## config.mk

```make
export PLATFORM = sky130hd
export DESIGN_NAME = b4ec_encoder
export DESIGN_NICKNAME = d
export VERILOG_FILES = /design/src/inc/b4ec_pkg.sv /design/src/b4ec_way_coder.sv /design/src/b4ec_encoder.sv
export VERILOG_INCLUDE_DIRS = /design/src /design/src/inc
export SDC_FILE = /design/constraint.sdc
export NUM_CORES = 1
export LEC_CHECK = 0
export BUFFER_PORTS_ARGS = -buffer_cell sky130_fd_sc_hd__buf_2
export CAP_MARGIN = 30
export CORE_AREA = 4 4 128 130
export CTS_CLUSTER_SIZE = 28
export DETAILED_ROUTE_END_ITERATION = 10
export DIE_AREA = 0 0 132 134
export HOLD_SLACK_MARGIN = 0.08
export PLACE_DENSITY = 0.52
export SYNTH_ARGS = -nofsm -noshare
export SYNTH_HDL_FRONTEND = slang
export SYNTH_SLANG_ARGS = --single-unit
```

## constraint.sdc

```tcl
create_clock -name i_core_clk -period 1.8 [get_ports i_core_clk]
set_clock_uncertainty 0.05 [all_clocks]
set_input_delay 0.36 -clock i_core_clk [delete_from_list [all_inputs] [get_ports i_core_clk]]
set_output_delay 0.36 -clock i_core_clk [all_outputs]
set_load 0.05 [all_outputs]
```

## src/inc/b4ec_map.svh

```systemverilog
// Offsets, field positions and codes of the bank 4 error code encoder
`ifndef B4EC_MAP_SVH
`define B4EC_MAP_SVH
`define B4EC_LLC_WAYS 8
`define B4EC_MODEL_SPECIFIC_ERROR_CODE_LSB 16
`define B4EC_LLC_FIXED 11'h100
`define B4EC_LLC_NONE 3'h0
`define B4EC_LLC_MULTI_CE 3'h1
`define B4EC_LLC_MULTI_UE 3'h2
`define B4EC_LLC_MULTI_HIT 3'h3
`define B4EC_LLC_ONE_CE 3'h5
`define B4EC_LLC_ONE_UE 3'h6
`define B4EC_LLC_MIXED 3'h7
`define B4EC_BUS_REQ_PAR 16
`define B4EC_BUS_C0_ADDR 17
`define B4EC_BUS_C1_ADDR 18
`define B4EC_BUS_RSP_PAR 20
`define B4EC_BUS_DATA_PAR 21
`define B4EC_BUS_C0_DATA 22
`define B4EC_BUS_C1_DATA 23
`define B4EC_BUS_DEFER 24
`define B4EC_BUS_ECC 25
`define B4EC_BUS_DSTB 26
`define B4EC_BUS_ASTB 27
`define B4EC_CBC_INCL_C0 16'h0001
`define B4EC_CBC_INCL_C1 16'h0002
`define B4EC_CBC_WREX_C0 16'h0003
`define B4EC_CBC_WREX_C1 16'h0004
`define B4EC_CBC_INCL_BUS 16'h0005
`define B4EC_CBC_SNP_STALL 16'h0006
`define B4EC_CBC_WR_STALL 16'h0007
`define B4EC_CBC_ARB_TMO 16'h0008
`define B4EC_CBC_OOQ 16'h0009
`define B4EC_CBC_THERM 16'h0100
`define B4EC_CBC_TMO_A 16'h0200
`define B4EC_CBC_TMO_B 16'h0300
`define B4EC_CBC_PROT_Q 16'h0400
`define B4EC_CBC_CE_BUS 16'hC001
`define B4EC_CBC_CE_C0 16'hC002
`define B4EC_CBC_CE_C1 16'hC004
`define B4EC_CBC_UE_BUS 16'hE001
`define B4EC_CBC_UE_C0 16'hE002
`define B4EC_CBC_UE_C1 16'hE004
`define B4EC_CBC_CE_TOP 3'h6
`define B4EC_LOW_LLC 16'h010B
`define B4EC_LOW_BUS 16'h0E0F
`define B4EC_LOW_CBC 16'h0400
`define B4EC_ST_VAL 63
`define B4EC_ST_UC 61
`define B4EC_ST_SYNV 52
`define B4EC_ST_SYN_LSB 44
`endif

```

## src/inc/b4ec_pkg.sv

```systemverilog
// Types shared by the bank 4 error code encoder
package b4ec_pkg;
    typedef struct packed {
        logic [7:0] ce_ways;
        logic [7:0] ue_ways;
        logic [7:0] hit_ways;
    } b4ec_llc_s;
    typedef struct packed {
        logic req_par;
        logic c0_addr_par;
        logic c1_addr_par;
        logic rsp_par;
        logic data_par;
        logic c0_data_par;
        logic c1_data_par;
        logic defer_par_a;
        logic defer_par_b;
        logic ecc;
        logic ecc_correctable;
        logic data_strobe_glitch;
        logic req_strobe_glitch;
        logic [7:0] syndrome;
    } b4ec_bus_s;
    typedef enum logic [4:0] {
        B4EC_C_INCL_C0 = 5'h00, B4EC_C_INCL_C1 = 5'h01, B4EC_C_WREX_C0 = 5'h02,
        B4EC_C_WREX_C1 = 5'h03, B4EC_C_INCL_BUS = 5'h04, B4EC_C_SNP_STALL = 5'h05,
        B4EC_C_WR_STALL = 5'h06, B4EC_C_ARB_TMO = 5'h07, B4EC_C_OOQ = 5'h08,
        B4EC_C_THERM = 5'h09, B4EC_C_TMO_A = 5'h0A, B4EC_C_TMO_B = 5'h0B,
        B4EC_C_PROT_Q = 5'h0C, B4EC_C_CE_BUS = 5'h0D, B4EC_C_CE_C0 = 5'h0E,
        B4EC_C_CE_C1 = 5'h0F, B4EC_C_UE_BUS = 5'h10, B4EC_C_UE_C0 = 5'h11,
        B4EC_C_UE_C1 = 5'h12
    } b4ec_cause_e;
    typedef struct packed {
        logic valid;
        b4ec_cause_e cause;
        logic syn_valid;
        logic [7:0] syndrome;
    } b4ec_cbc_s;
    typedef enum logic [1:0] {B4EC_IDLE = 2'h0, B4EC_LOGGED = 2'h1} b4ec_state_e;
    typedef struct packed {
        b4ec_state_e state;
        logic [63:0] status;
        logic [63:0] rd_data;
        logic rd_valid;
    } b4ec_regs_s;
    function automatic logic [3:0] b4ec_ones(input logic [7:0] v);
        logic [3:0] n;
        n = 4'h0;
        for (int k = 0; k < 8; k++) begin
            n = n + {3'h0, v[k]};
        end
        return n;
    endfunction
endpackage

```

## src/b4ec_way_coder.sv

```systemverilog
// Way report to last-level cache way code translator
`include "b4ec_map.svh"
module b4ec_way_coder (
    // Way reports
    input wire b4ec_pkg::b4ec_llc_s i_llc,
    // Way code
    output logic [2:0] o_code,
    output logic o_any
);
    logic [3:0] ce_n;
    logic [3:0] ue_n;
    logic [3:0] hit_n;
    always_comb begin
        ce_n = b4ec_pkg::b4ec_ones(i_llc.ce_ways);
        ue_n = b4ec_pkg::b4ec_ones(i_llc.ue_ways);
        hit_n = b4ec_pkg::b4ec_ones(i_llc.hit_ways);
        if (ce_n != 4'h0 && ue_n != 4'h0) begin
            o_code = `B4EC_LLC_MIXED;
        end else if (ue_n > 4'h1) begin
            o_code = `B4EC_LLC_MULTI_UE;
        end else if (ue_n == 4'h1) begin
            o_code = `B4EC_LLC_ONE_UE;
        end else if (hit_n > 4'h1) begin
            o_code = `B4EC_LLC_MULTI_HIT;
        end else if (ce_n > 4'h1) begin
            o_code = `B4EC_LLC_MULTI_CE;
        end else if (ce_n == 4'h1) begin
            o_code = `B4EC_LLC_ONE_CE;
        end else begin
            o_code = `B4EC_LLC_NONE;
        end
        o_any = (o_code != `B4EC_LLC_NONE);
    end
endmodule

```

## src/b4ec_encoder.sv

```systemverilog
// Bank 4 error status logger with model-specific error code encoding
`include "b4ec_map.svh"
module b4ec_encoder (
    // Clock and reset
    input wire logic i_core_clk,
    input wire logic i_rstn,
    // Error detections
    input wire b4ec_pkg::b4ec_llc_s i_llc,
    input wire b4ec_pkg::b4ec_bus_s i_bus,
    input wire b4ec_pkg::b4ec_cbc_s i_cbc,
    // Status register access
    input wire logic i_rd_en,
    input wire logic i_clear,
    output logic o_rd_valid,
    output logic [63:0] o_rd_data,
    output logic [63:0] o_status
);
    b4ec_pkg::b4ec_regs_s regs_r;
    b4ec_pkg::b4ec_regs_s regs_nxt;
    logic [2:0] llc_code;
    logic llc_any;
    logic bus_any;
    logic [15:0] bus_field;
    logic bus_uc;
    logic bus_syn;
    logic [15:0] cbc_field;
    logic cbc_ce;
    logic event_any;
    logic [63:0] new_status;

    b4ec_way_coder u_way_coder (
        .i_llc(i_llc),
        .o_code(llc_code),
        .o_any(llc_any)
    );

    // Raw bus detection bits placed at their field positions
    function automatic logic [15:0] bus_raw(input b4ec_pkg::b4ec_bus_s b);
        logic [15:0] r;
        r = 16'h0000;
        r[`B4EC_BUS_REQ_PAR - `B4EC_MODEL_SPECIFIC_ERROR_CODE_LSB] = b.req_par;
        r[`B4EC_BUS_RSP_PAR - `B4EC_MODEL_SPECIFIC_ERROR_CODE_LSB] = b.rsp_par;
        r[`B4EC_BUS_DATA_PAR - `B4EC_MODEL_SPECIFIC_ERROR_CODE_LSB] = b.data_par;
        r[`B4EC_BUS_C0_ADDR - `B4EC_MODEL_SPECIFIC_ERROR_CODE_LSB] = b.c0_addr_par;
        r[`B4EC_BUS_C1_ADDR - `B4EC_MODEL_SPECIFIC_ERROR_CODE_LSB] = b.c1_addr_par;
        r[`B4EC_BUS_C0_DATA - `B4EC_MODEL_SPECIFIC_ERROR_CODE_LSB] = b.c0_data_par;
        r[`B4EC_BUS_C1_DATA - `B4EC_MODEL_SPECIFIC_ERROR_CODE_LSB] = b.c1_data_par;
        r[`B4EC_BUS_DEFER - `B4EC_MODEL_SPECIFIC_ERROR_CODE_LSB] = b.defer_par_a | b.defer_par_b;
        r[`B4EC_BUS_ECC - `B4EC_MODEL_SPECIFIC_ERROR_CODE_LSB] = b.ecc;
        r[`B4EC_BUS_DSTB - `B4EC_MODEL_SPECIFIC_ERROR_CODE_LSB] = b.data_strobe_glitch;
        r[`B4EC_BUS_ASTB - `B4EC_MODEL_SPECIFIC_ERROR_CODE_LSB] = b.req_strobe_glitch;
        return r;
    endfunction

    // Controller cause to code
    function automatic logic [15:0] cbc_map(input b4ec_pkg::b4ec_cause_e c);
        logic [15:0] v;
        v = 16'h0000;
        case (c)
            b4ec_pkg::B4EC_C_INCL_C0: v = `B4EC_CBC_INCL_C0;
            b4ec_pkg::B4EC_C_INCL_C1: v = `B4EC_CBC_INCL_C1;
            b4ec_pkg::B4EC_C_INCL_BUS: v = `B4EC_CBC_INCL_BUS;
            b4ec_pkg::B4EC_C_WREX_C0: v = `B4EC_CBC_WREX_C0;
            b4ec_pkg::B4EC_C_WREX_C1: v = `B4EC_CBC_WREX_C1;
            b4ec_pkg::B4EC_C_SNP_STALL: v = `B4EC_CBC_SNP_STALL;
            b4ec_pkg::B4EC_C_WR_STALL: v = `B4EC_CBC_WR_STALL;
            b4ec_pkg::B4EC_C_ARB_TMO: v = `B4EC_CBC_ARB_TMO;
            b4ec_pkg::B4EC_C_OOQ: v = `B4EC_CBC_OOQ;
            b4ec_pkg::B4EC_C_THERM: v = `B4EC_CBC_THERM;
            b4ec_pkg::B4EC_C_TMO_A: v = `B4EC_CBC_TMO_A;
            b4ec_pkg::B4EC_C_TMO_B: v = `B4EC_CBC_TMO_B;
            b4ec_pkg::B4EC_C_PROT_Q: v = `B4EC_CBC_PROT_Q;
            b4ec_pkg::B4EC_C_CE_BUS: v = `B4EC_CBC_CE_BUS;
            b4ec_pkg::B4EC_C_CE_C0: v = `B4EC_CBC_CE_C0;
            b4ec_pkg::B4EC_C_CE_C1: v = `B4EC_CBC_CE_C1;
            b4ec_pkg::B4EC_C_UE_BUS: v = `B4EC_CBC_UE_BUS;
            b4ec_pkg::B4EC_C_UE_C0: v = `B4EC_CBC_UE_C0;
            b4ec_pkg::B4EC_C_UE_C1: v = `B4EC_CBC_UE_C1;
            default: v = 16'h0000;
        endcase
        return v;
    endfunction

    always_comb begin
        bus_field = bus_raw(i_bus);
        bus_any = (bus_field != 16'h0000);
        bus_field = bus_field & (~bus_field + 16'h0001);
        // Only correctable inbound ECC clears the flag
        bus_syn = bus_field[`B4EC_BUS_ECC - `B4EC_MODEL_SPECIFIC_ERROR_CODE_LSB] & i_bus.ecc_correctable;
        bus_uc = ~bus_syn;
        cbc_field = cbc_map(i_cbc.cause);
        // Only correctable ECC codes are corrected
        cbc_ce = (cbc_field[15:13] == `B4EC_CBC_CE_TOP);
        event_any = llc_any | bus_any | (i_cbc.valid & (cbc_field != 16'h0000));
        new_status = 64'h0;
        new_status[`B4EC_ST_VAL] = 1'b1;
        // Class chosen by low code; cache first, then bus
        if (llc_any) begin
            new_status[15:0] = `B4EC_LOW_LLC;
            // Fixed pattern over zero reserved pair
            new_status[31:16] = {`B4EC_LLC_FIXED, 2'h0, llc_code};
            new_status[`B4EC_ST_UC] = (llc_code != `B4EC_LLC_MULTI_CE) && (llc_code != `B4EC_LLC_ONE_CE);
        end else if (bus_any) begin
            new_status[15:0] = `B4EC_LOW_BUS;
            new_status[31:16] = bus_field & 16'h0FF7;
            new_status[`B4EC_ST_UC] = bus_uc;
            if (bus_syn) begin
                new_status[`B4EC_ST_SYN_LSB +: 8] = i_bus.syndrome;
                new_status[`B4EC_ST_SYNV] = 1'b1;
            end
        end else begin
            new_status[15:0] = `B4EC_LOW_CBC;
            new_status[31:16] = cbc_field;
            new_status[`B4EC_ST_UC] = ~cbc_ce;
            if (cbc_ce && i_cbc.syn_valid) begin
                new_status[`B4EC_ST_SYN_LSB +: 8] = i_cbc.syndrome;
                new_status[`B4EC_ST_SYNV] = 1'b1;
            end
        end
    end

    always_comb begin
        regs_nxt = regs_r;
        regs_nxt.rd_valid = i_rd_en;
        if (i_rd_en) begin
            regs_nxt.rd_data = regs_r.status;
        end
        case (regs_r.state)
            b4ec_pkg::B4EC_IDLE: begin
                // Whole word loaded at one edge
                if (event_any) begin
                    regs_nxt.status = new_status;
                    regs_nxt.state = b4ec_pkg::B4EC_LOGGED;
                end
            end
            b4ec_pkg::B4EC_LOGGED: begin
                // New event beats a clear in the same cycle
                if (i_clear && event_any) begin
                    regs_nxt.status = new_status;
                end else if (i_clear) begin
                    regs_nxt.status = 64'h0;
                    regs_nxt.state = b4ec_pkg::B4EC_IDLE;
                end
            end
            default: begin
                regs_nxt.status = 64'h0;
                regs_nxt.state = b4ec_pkg::B4EC_IDLE;
            end
        endcase
    end

    always_ff @(posedge i_core_clk or negedge i_rstn) begin
        if (!i_rstn) begin
            regs_r <= '0;
        end else begin
            regs_r <= regs_nxt;
        end
    end

    assign o_status = regs_r.status;
    assign o_rd_data = regs_r.rd_data;
    assign o_rd_valid = regs_r.rd_valid;

    logic is_llc;
    logic is_bus;
    logic is_cbc;
    logic idle;
    assign is_llc = o_status[`B4EC_ST_VAL] && (o_status[15:0] == `B4EC_LOW_LLC);
    assign is_bus = o_status[`B4EC_ST_VAL] && (o_status[15:0] == `B4EC_LOW_BUS);
    assign is_cbc = o_status[`B4EC_ST_VAL] && (o_status[15:0] == `B4EC_LOW_CBC);
    assign idle = (regs_r.state == b4ec_pkg::B4EC_IDLE);
    // No bus cause below the defer bit, and no bus cause at all
    logic bus_low_quiet;
    logic bus_quiet;
    assign bus_low_quiet = !(i_bus.req_par || i_bus.c0_addr_par || i_bus.c1_addr_par || i_bus.rsp_par
        || i_bus.data_par || i_bus.c0_data_par || i_bus.c1_data_par);
    assign bus_quiet = bus_low_quiet && !(i_bus.defer_par_a || i_bus.defer_par_b || i_bus.ecc
        || i_bus.data_strobe_glitch || i_bus.req_strobe_glitch);
endmodule

```

==> results by stage, run 1 <==
Outcome:
- The run finished, with violations left.
- The checks that failed: negative setup slack.

Setup path:
- The number of cells on the worst reg-to-reg path is 4.
- The critical path data arrival time is between 4000 and 5000 ps.
- The worst reg2reg path startpoint is regs_r[129].
- The worst setup path is captured at a flip-flop.
- The critical path class is in -> reg.
- The required time of the critical path is approximately 2000 ps.
- The worst register-to-register path has a setup slack of 380 ps.
- The worst setup path is launched from a primary input.
- The maximum net fanout on the critical path is 18.
- The endpoint identified for the worst register-to-register timing path is o_status[46].

Global route:
- In the global route stage, met3 resource usage came out at 0.03526.
- After global routing the overflow that remains totals 0.
- Entering global routing, the biggest net connects between 60 and 70 pins.
- The number of global-route vias before repair is 3364.
- The total routing resource utilization after global routing is 0.1188.
- The global-route layer with the greatest usage is met2.
- In the global route stage, met2 resource usage came out at 0.1984.
- For this run, global-route usage on met1 was measured as 0.1507.
- The first global-routing pass estimated 17060 µm of wire.
- The initial antenna violation count is 0.

Routing:
- The first TritonRoute pass finished after 4 iterations.
- In this run the remaining antenna-violating nets after routing total 0.
- The total wire length after detailed routing is 11040 µm.
- The iteration-0 DRC count of the detailed router is between 90 and 100.
- The routed via count is between 3000 and 4000.
- The average wire per standard cell is 13.99 µm.
- For this run, design rule violations remaining after detail routing come to 0.
- The mean number of vias per cell is 4.378.

Power and ir drop:
- In this run the power density over the cells is about 850 nW/µm².
- The net switching share of the total power is 0.3406.
- In this run the static leakage power is just under 3 nW.
- Of the total power, combinational logic draws 0.315.
- In this run the power spent charging and discharging nets is roughly 1.6 mW.
- The internal power of the cells totals about 3.2 mW.
- Of the total power, registers draw 0.301.
- The share of total power dissipated in the clock network is 0.383.
- The peak supply drop is between 300 and 400 µV.

Layout:
- At the end of the flow, the number of nets in the layout was approximately 690.
- The area growth from synthesis to layout is 25.12%.
- In the final layout, the share of cells above drive strength 1 is 0.4659.
- The utilization after layout is 0.3749.
- The antenna diode count is 0.

Timing:
- The relative slew slack is 0.6571.
- Across all setup checks in the final design, the least slack found is -2137 ps.
- The number of hold-slack violations in the final timing report came to 0.
- The shortest clock period the worst path allows after layout is 3937 ps.
- Hold timing on the final database bottoms out at a slack of between 200 and 250 ps.
- In the finished design, the share of the clock period the worst path needs comes to 2.187.
- The final-report setup violation count is 30.
- After routing, the total negative slack on setup checks comes to -62400 ps.
- Setup repair after global routing could not meet its margin everywhere.
- The number of slew-limit violations in the final report is 0.
- The upper clock frequency limit is 254.0 MHz.
- The transition time at the pin with the least slew margin is 510.0 ps.

Die:
- The initial utilization of the core area, before any placement, comes to 0.2996.
- The core region is 15150 µm².
- The height of the chip is around 130 µm.
- The floorplan step set the die width to roughly 130 µm.
- The floorplan step defined a die boundary enclosing between 15000 and 20000 µm².
- 193 I/O pins were placed.
- The standard-cell row count is 45.

Place:
- Detailed placement ended at an HPWL of between 8000 and 9000 µm.
- Routability-driven placement finished with a final weighted congestion of 0.7885.
- The count of buffers added on input and output ports is 132.

Synth:
- The share of flip-flops with an asynchronous set or reset after synthesis is 1.000.
- After synthesis the cells add up to 4538 µm².
- The cell count after synthesis came out at approximately 470.
- The average footprint of a synthesized cell is between 9 and 10 µm².
- The total of flip-flops plus latches after synthesis is 60.
- Counting distinct cell types in the post-synthesis netlist gives about 50.
- The number of warnings reported in the yosys synthesis log is 0.
- The sequential share of the synthesized area is 0.3309.
- The synthesized design contains 0 enable-type register cells.
- The most used flip-flop cell after synthesis is sky130_fd_sc_hd__dfrtp_1.

Clocking:
- TritonCTS created 9 clock buffers.
- The clock tree root driver cell is sky130_fd_sc_hd__clkbuf_16.
- The TritonCTS sink count is 60.
- The H-tree was split into 3 levels.
- The maximum buffer depth of the clock tree is 2.
- TritonCTS built the clock tree.
- The clock edge transition at the registers on the reported setup and hold paths is around 60 ps.
- The clock latency on the worst-skew pair is about 330 ps.

Worst hold path:
- The worst hold path begins at i_bus[14].
- The path class of the tightest hold or removal check is in -> reg.
- The path with the worst hold slack has its endpoint at o_status[23].
- The worst hold path stage count is 3.

Flow run:
- The tool flagged a number of max-cap violations equal to 0.
==> metal layers <==
layer	vias up	part of all wire
li1	1657	-
met5	-	0
met3	10	0.075
met4	0	0.011
met2	146	0.47
met1	1641	0.44
==> cell usage after synthesis (all sizes together), types with 7 or more instances <==
cell,number,area (µm²)
nor3,10,61.31
ha,13,162.7
nand2,33,123.9
a21oi,9,45.04
a22oi,12,90.09
o21ai,25,125.1
o31ai,7,66.31
clkbuf,7,26.28
mux2,30,337.8
buf,140,1043
inv,36,135.1
fa,12,240.2
dfrtp,60,1501
nor2,10,37.54
==> worst max path at each step <==
stage               startpoint      endpoint  slack, ps  depth (start not counted)
global route          i_llc[9]  o_status[20]      -2320                         17
detailed placement    i_llc[8]  o_status[17]      -2590                         15
CTS                   i_llc[9]  o_status[29]      -2130                         16
floorplan             i_llc[9]  o_status[16]      -2330                         16
finish                i_llc[9]  o_status[20]      -2140                         17
global placement      i_llc[9]  o_status[61]      -2460                         15
==> critical path, cell delays in order <==
cell	delay, ps
sky130_fd_sc_hd__buf_6	90
sky130_fd_sc_hd__ha_4	250
sky130_fd_sc_hd__inv_2	30
sky130_fd_sc_hd__fa_1	460
sky130_fd_sc_hd__fa_1	500
sky130_fd_sc_hd__inv_1	50
sky130_fd_sc_hd__fa_2	340
sky130_fd_sc_hd__fa_1	480
sky130_fd_sc_hd__nor4bb_2	320
sky130_fd_sc_hd__a21oi_2	120
sky130_fd_sc_hd__nor3_4	240
sky130_fd_sc_hd__nand3_4	110
sky130_fd_sc_hd__buf_6	140
sky130_fd_sc_hd__o31ai_4	280
sky130_fd_sc_hd__buf_12	190
sky130_fd_sc_hd__nand2_1	70
sky130_fd_sc_hd__o31ai_1	60
==> cells in the final DEF (no fill, tap or decap), drive strengths merged, types with 2 or more instances in the layout <==
master and n:
nand2 33, mux2i 5, bufinv 2, nor3b 4, o21ai 25, a41oi 2
a211oi 2, mux2 30, nand3b 4, nor4bb 3, nor2b 4, or2 2
o211ai 3, or3 2, a31o 2, conb 60, and2 3, a22oi 12
nand4 2, fa 12, ha 13, clkbuf 10, inv 36, dfrtp 60
nand2b 4, clkinvlp 3, a31oi 4, o21bai 3, nor2 10, a32oi 5
a21oi 9, buf 199, nor3 10, o31ai 7, nand3 4
==> stage by stage <==
step	area [µm²]	setup slack [ps]	std cells	total power [mW]
3_5_place_dp	5120	-2588	765	2.930
3_3_place_gp	5120	-2462	765	2.886
2_1_floorplan	4793	-2334	531	2.643
5_1_grt	5678	-2315	789	5.078
6_report	5678	-2137	789	4.820
4_1_cts	5539	-2134	786	4.838
==> power by group through the flow <==
stage / clock [mW] / sequential (mW) / combinational (mW)
floorplan: 0 / 1.46 / 1.18
global route: 1.97 / 1.46 / 1.65
finish: 1.85 / 1.45 / 1.52
global placement: 0 / 1.47 / 1.42
detailed placement: 0 / 1.48 / 1.46
CTS: 1.89 / 1.45 / 1.49
==> repair_timing <==
| item | CTS | global route |
|---|---|---|
| pin swaps | 9 | 8 |
| gates resized for setup | 15 | 26 |
| buffers inserted | 3 | 3 |
| setup endpoints to repair | 30 | 30 |
| cloned | 1 | 0 |
| hold buffers | 1 | 0 |
| hold endpoints to repair | 60 | 0 |
==> registers in the layout (all words and copies together) (netlist names) <==
signal / flops
o_rd_data: 29
o_rd_valid: 1
o_status: 29
regs_r: 1
==> cell families (layout without fill, tap and decap cells) <==
| family | Yosys count | in the layout | synth area share |
|---|---|---|---|
| compound gates | 77 | 77 | 0.1136 |
| xor+xnor | 1 | 1 | 0.001930 |
| flops | 60 | 60 | 0.3309 |
| buf+inv | 183 | 252 | 0.2655 |
| simple gates | 90 | 91 | 0.1130 |
| mux | 35 | 35 | 0.08547 |
| other cells | 1 | 60 | 0.0008263 |
| fa+ha+maj | 25 | 25 | 0.08878 |
==> cell type report <==
type,instances,area (µm²)
Tap cell,188,235.2
Clock buffer,10,239.0
Clock inverter,6,87.58
Inverter,36,137.6
Fill cell,1482,9468
Timing Repair Buffer,200,1259
Sequential cell,60,1501
Multi-Input combinational cell,289,2218
Note: power is estimated with default switching activity, not from simulation.
==> inputs of run 2 (changes only) <==
==> constraint.sdc (replaced) <==
create_clock -name i_core_clk -period 1.8 [get_ports i_core_clk]
set_clock_uncertainty 0.05 [all_clocks]
set_input_delay 0.09 -clock i_core_clk [delete_from_list [all_inputs] [get_ports i_core_clk]]
set_output_delay 0.09 -clock i_core_clk [all_outputs]
set_load 0.05 [all_outputs]
==> results by stage, run 2 (synthesis gave the netlist of run 1 again) <==
Power and ir drop:
- The peak supply drop is 363.5 µV (+11%).
- The combinational power share is 0.311 (-0.004).
- The total power consumption of the routed design is 4.829 mW (+0.20%).
- The sequential share of power is 0.300 (about the same).
- The clock share of power is 0.390 (+0.007).
- The power density relative to cell area is 839.3 nW/µm² (-1.1%).
- The switching power of the nets is 1.579 mW (-3.8%).
- The internal power of the cells is 3.250 mW (+2.3%).
- The net switching share of the total power is 0.3270 (-0.01352).
- The reported leakage power is 2.950 nW (+1.5%).

Routing:
- The number of detailed-route iterations in the first pass is 4 (unchanged).
- The routed via count is 3445 (-0.26%).
- The number of remaining DRC errors is 0 (unchanged).
- The average wire per standard cell was 13.55 µm (-3.1%).
- The iteration-0 DRC count of the detailed router is 83 (-9.8%).
- The mean number of vias per cell is 4.290 (-2.0%).
- The number of routed nets with antenna violations is 0 (unchanged).
- The total wire length after detailed routing is 10880 µm (-1.4%).

Setup path:
- The register-to-register setup slack came to 410 ps (+30 ps).
- The critical path class is in -> reg.
- The type of element capturing the critical path is a flip-flop.
- The maximum net fanout on the critical path is 26 (+8).
- STA classifies the critical path startpoint as a primary input.
- The required time of the critical path is 1970 ps (about the same).
- The critical path data arrival time is 3810 ps (-310 ps).

Layout:
- The net count of the finished layout is 699 (+2.0%).
- The antenna diode count is 0 (unchanged).
- The area of all placed cells without fillers is 5754 µm² (+1.3%).
- The area growth from synthesis to layout is 26.80%.
- The utilization after layout is 0.3799 (+0.005040).
- The count of fill cells added during filler insertion is 1529 (+3.2%).
- The proportion of layout cells with a drive suffix above 1 was 0.4244 (-0.04150).
- The final standard cell count with taps included and fillers excluded was 803 (+1.8%).
- The top cell types in the final layout, fill and taps aside, are sky130_fd_sc_hd__buf_2 (130), sky130_fd_sc_hd__conb_1 (60), sky130_fd_sc_hd__dfrtp_1 (60).
- The most common library cell in the layout ignoring fill and taps is sky130_fd_sc_hd__buf_2.

Clocking:
- The clock tree root driver cell is sky130_fd_sc_hd__clkbuf_16.
- The TritonCTS sink count is 60 (unchanged).
- The total CTS buffers is 9 (unchanged).
- The TritonCTS clock tree is done.
- The maximum buffer depth of the clock tree is 2 (unchanged).
- The clock latency on the worst-skew pair was 320 ps (about the same).
- The clock edge transition at the registers on the reported setup and hold paths is 50 ps (about the same).
- The H-tree level count is 3 (unchanged).

Die:
- The overall die width is 132 µm (unchanged).
- The height of the chip came to 134 µm (unchanged).
- The area of the die is 17690 µm² (unchanged).
- The standard-cell row count came to 45 (unchanged).
- The total core area is 15150 µm² (unchanged).
- The number of ports placed on the die boundary is 193 (unchanged).
- The initial cell density of the core is 0.2996 (unchanged).

Outcome:
- The checks that failed: negative setup slack.
- The run finished, with violations left.

Timing:
- The number of hold-slack violations in the final timing report was 0 (unchanged).
- The final critical-path setup slack is -1843 ps (+294.6 ps).
- The worst hold slack after final layout is 97.23 ps (-138.1 ps).
- The relative slew slack came to 0.6361 (-0.02094).
- The shortest clock period the worst path allows after layout is 3643 ps (-294.6 ps).
- Setup repair after global routing could not meet its margin everywhere.
- The number of slew-limit violations in the final report was 0 (unchanged).
- The transition time at the pin with the least slew margin is 545.8 ps (+35.78 ps).
- The fraction of the cycle the final worst path needs is 2.024 (-0.1637).
- The final-report setup violation count is 30 (unchanged).
- The upper clock frequency limit is 274.5 MHz (+8.1%).

Place:
- The number of buffers added on ports came to 132 (unchanged).
- The total placed cells including tap cells is 763 (-0.26%).
- The routability-driven placement congestion ratio is 0.7867 (-0.23%).
- The total placed instance area was 5105 µm² (-0.29%).
- The HPWL after detailed placement is 8834 µm (+0.42%).

Global route:
- The total routing resource utilization after global routing was 0.1195 (+0.0007131).
- The total congestion overflow after global routing came to 0 (unchanged).
- The first-pass GRT wire length is 17340 µm (+1.7%).
- The number of global-route vias before repair came to 3481 (+3.5%).
- The initial antenna violation count is 0 (unchanged).
- The largest net degree at the start of global routing came to 29 (-52%).

Worst hold path:
- The worst hold path belongs to the class in -> reg.

Flow run:
- The number of max-cap violations came to 0 (unchanged).
run 2: critical path: stages:
cell,delay [ps]
sky130_fd_sc_hd__buf_6,100
sky130_fd_sc_hd__ha_4,250
sky130_fd_sc_hd__inv_2,30
sky130_fd_sc_hd__fa_1,450
sky130_fd_sc_hd__fa_1,500
sky130_fd_sc_hd__inv_1,50
sky130_fd_sc_hd__fa_2,340
sky130_fd_sc_hd__fa_1,480
sky130_fd_sc_hd__nor4bb_2,310
sky130_fd_sc_hd__a21oi_2,120
sky130_fd_sc_hd__nor3_4,180
sky130_fd_sc_hd__buf_6,140
sky130_fd_sc_hd__nand3_4,70
sky130_fd_sc_hd__buf_6,130
sky130_fd_sc_hd__o31ai_4,250
sky130_fd_sc_hd__buf_12,200
sky130_fd_sc_hd__nand2_1,60
sky130_fd_sc_hd__o31ai_1,60
run 2: timing repair:
| action | in CTS | in global routing |
|---|---|---|
| setup buffers | 1 | 1 |
| hold buffers | 22 | 0 |
| hold endpoints to repair | 32 | 0 |
| cloned | 1 | 0 |
| pin swaps | 8 | 6 |
| resized for setup | 14 | 6 |
| endpoints found under the setup margin | 30 | 30 |
run 2: area by class of cell:
| cell class | instances | area, µm² | share of cell area |
|---|---|---|---|
| multi-input combinational | 289 | 2141 | 0.3720 |
| timing repair buffer | 214 | 1405 | 0.2442 |
| tap | 188 | 235.2 | 0.04088 |
| clock inverter | 4 | 70.07 | 0.01218 |
| sequential | 60 | 1501 | 0.2609 |
| clock buffer | 12 | 266.5 | 0.04631 |
| inverter | 36 | 135.1 | 0.02348 |
run 2: path summary, 6_finish.rpt:
path / startpoint / endpoint / depth (start not counted)
worst max-delay path: i_llc[9] / o_status[11] / 18
worst min-delay path: i_bus[11] / o_status[25] / 3
worst max register to register: regs_r[129] / o_status[47] / 4
worst min register to register: o_rd_data[10] / o_rd_data[10] / 1
max in group asynchronous: i_rstn / o_rd_data[3] / 3
min in group asynchronous: i_rstn / o_status[25] / 2
run 2: power by group through the flow:
| stage | Sequential (mW) | Combinational (mW) | Clock, mW |
|---|---|---|---|
| floorplan | 1.46 | 1.18 | 0 |
| global placement | 1.47 | 1.41 | 0 |
| detailed placement | 1.47 | 1.44 | 0 |
| CTS | 1.45 | 1.50 | 1.93 |
| global route | 1.46 | 1.63 | 2.00 |
| finish | 1.45 | 1.50 | 1.88 |
run 2: through the flow:
stage | setup TNS, ps | setup slack [ps]
6_report | -53570 | -1843
3_3_place_gp | -63990 | -2215
4_1_cts | -53630 | -1844
3_5_place_dp | -66900 | -2341
2_1_floorplan | -58610 | -2064
5_1_grt | -57130 | -1973
run 2: layer usage:
layer,share of wire,track usage
met1,0.46,0.1543
met2,0.47,0.2027
met3,0.072,0.03151
met4,0.0054,0.02450
met5,0,0
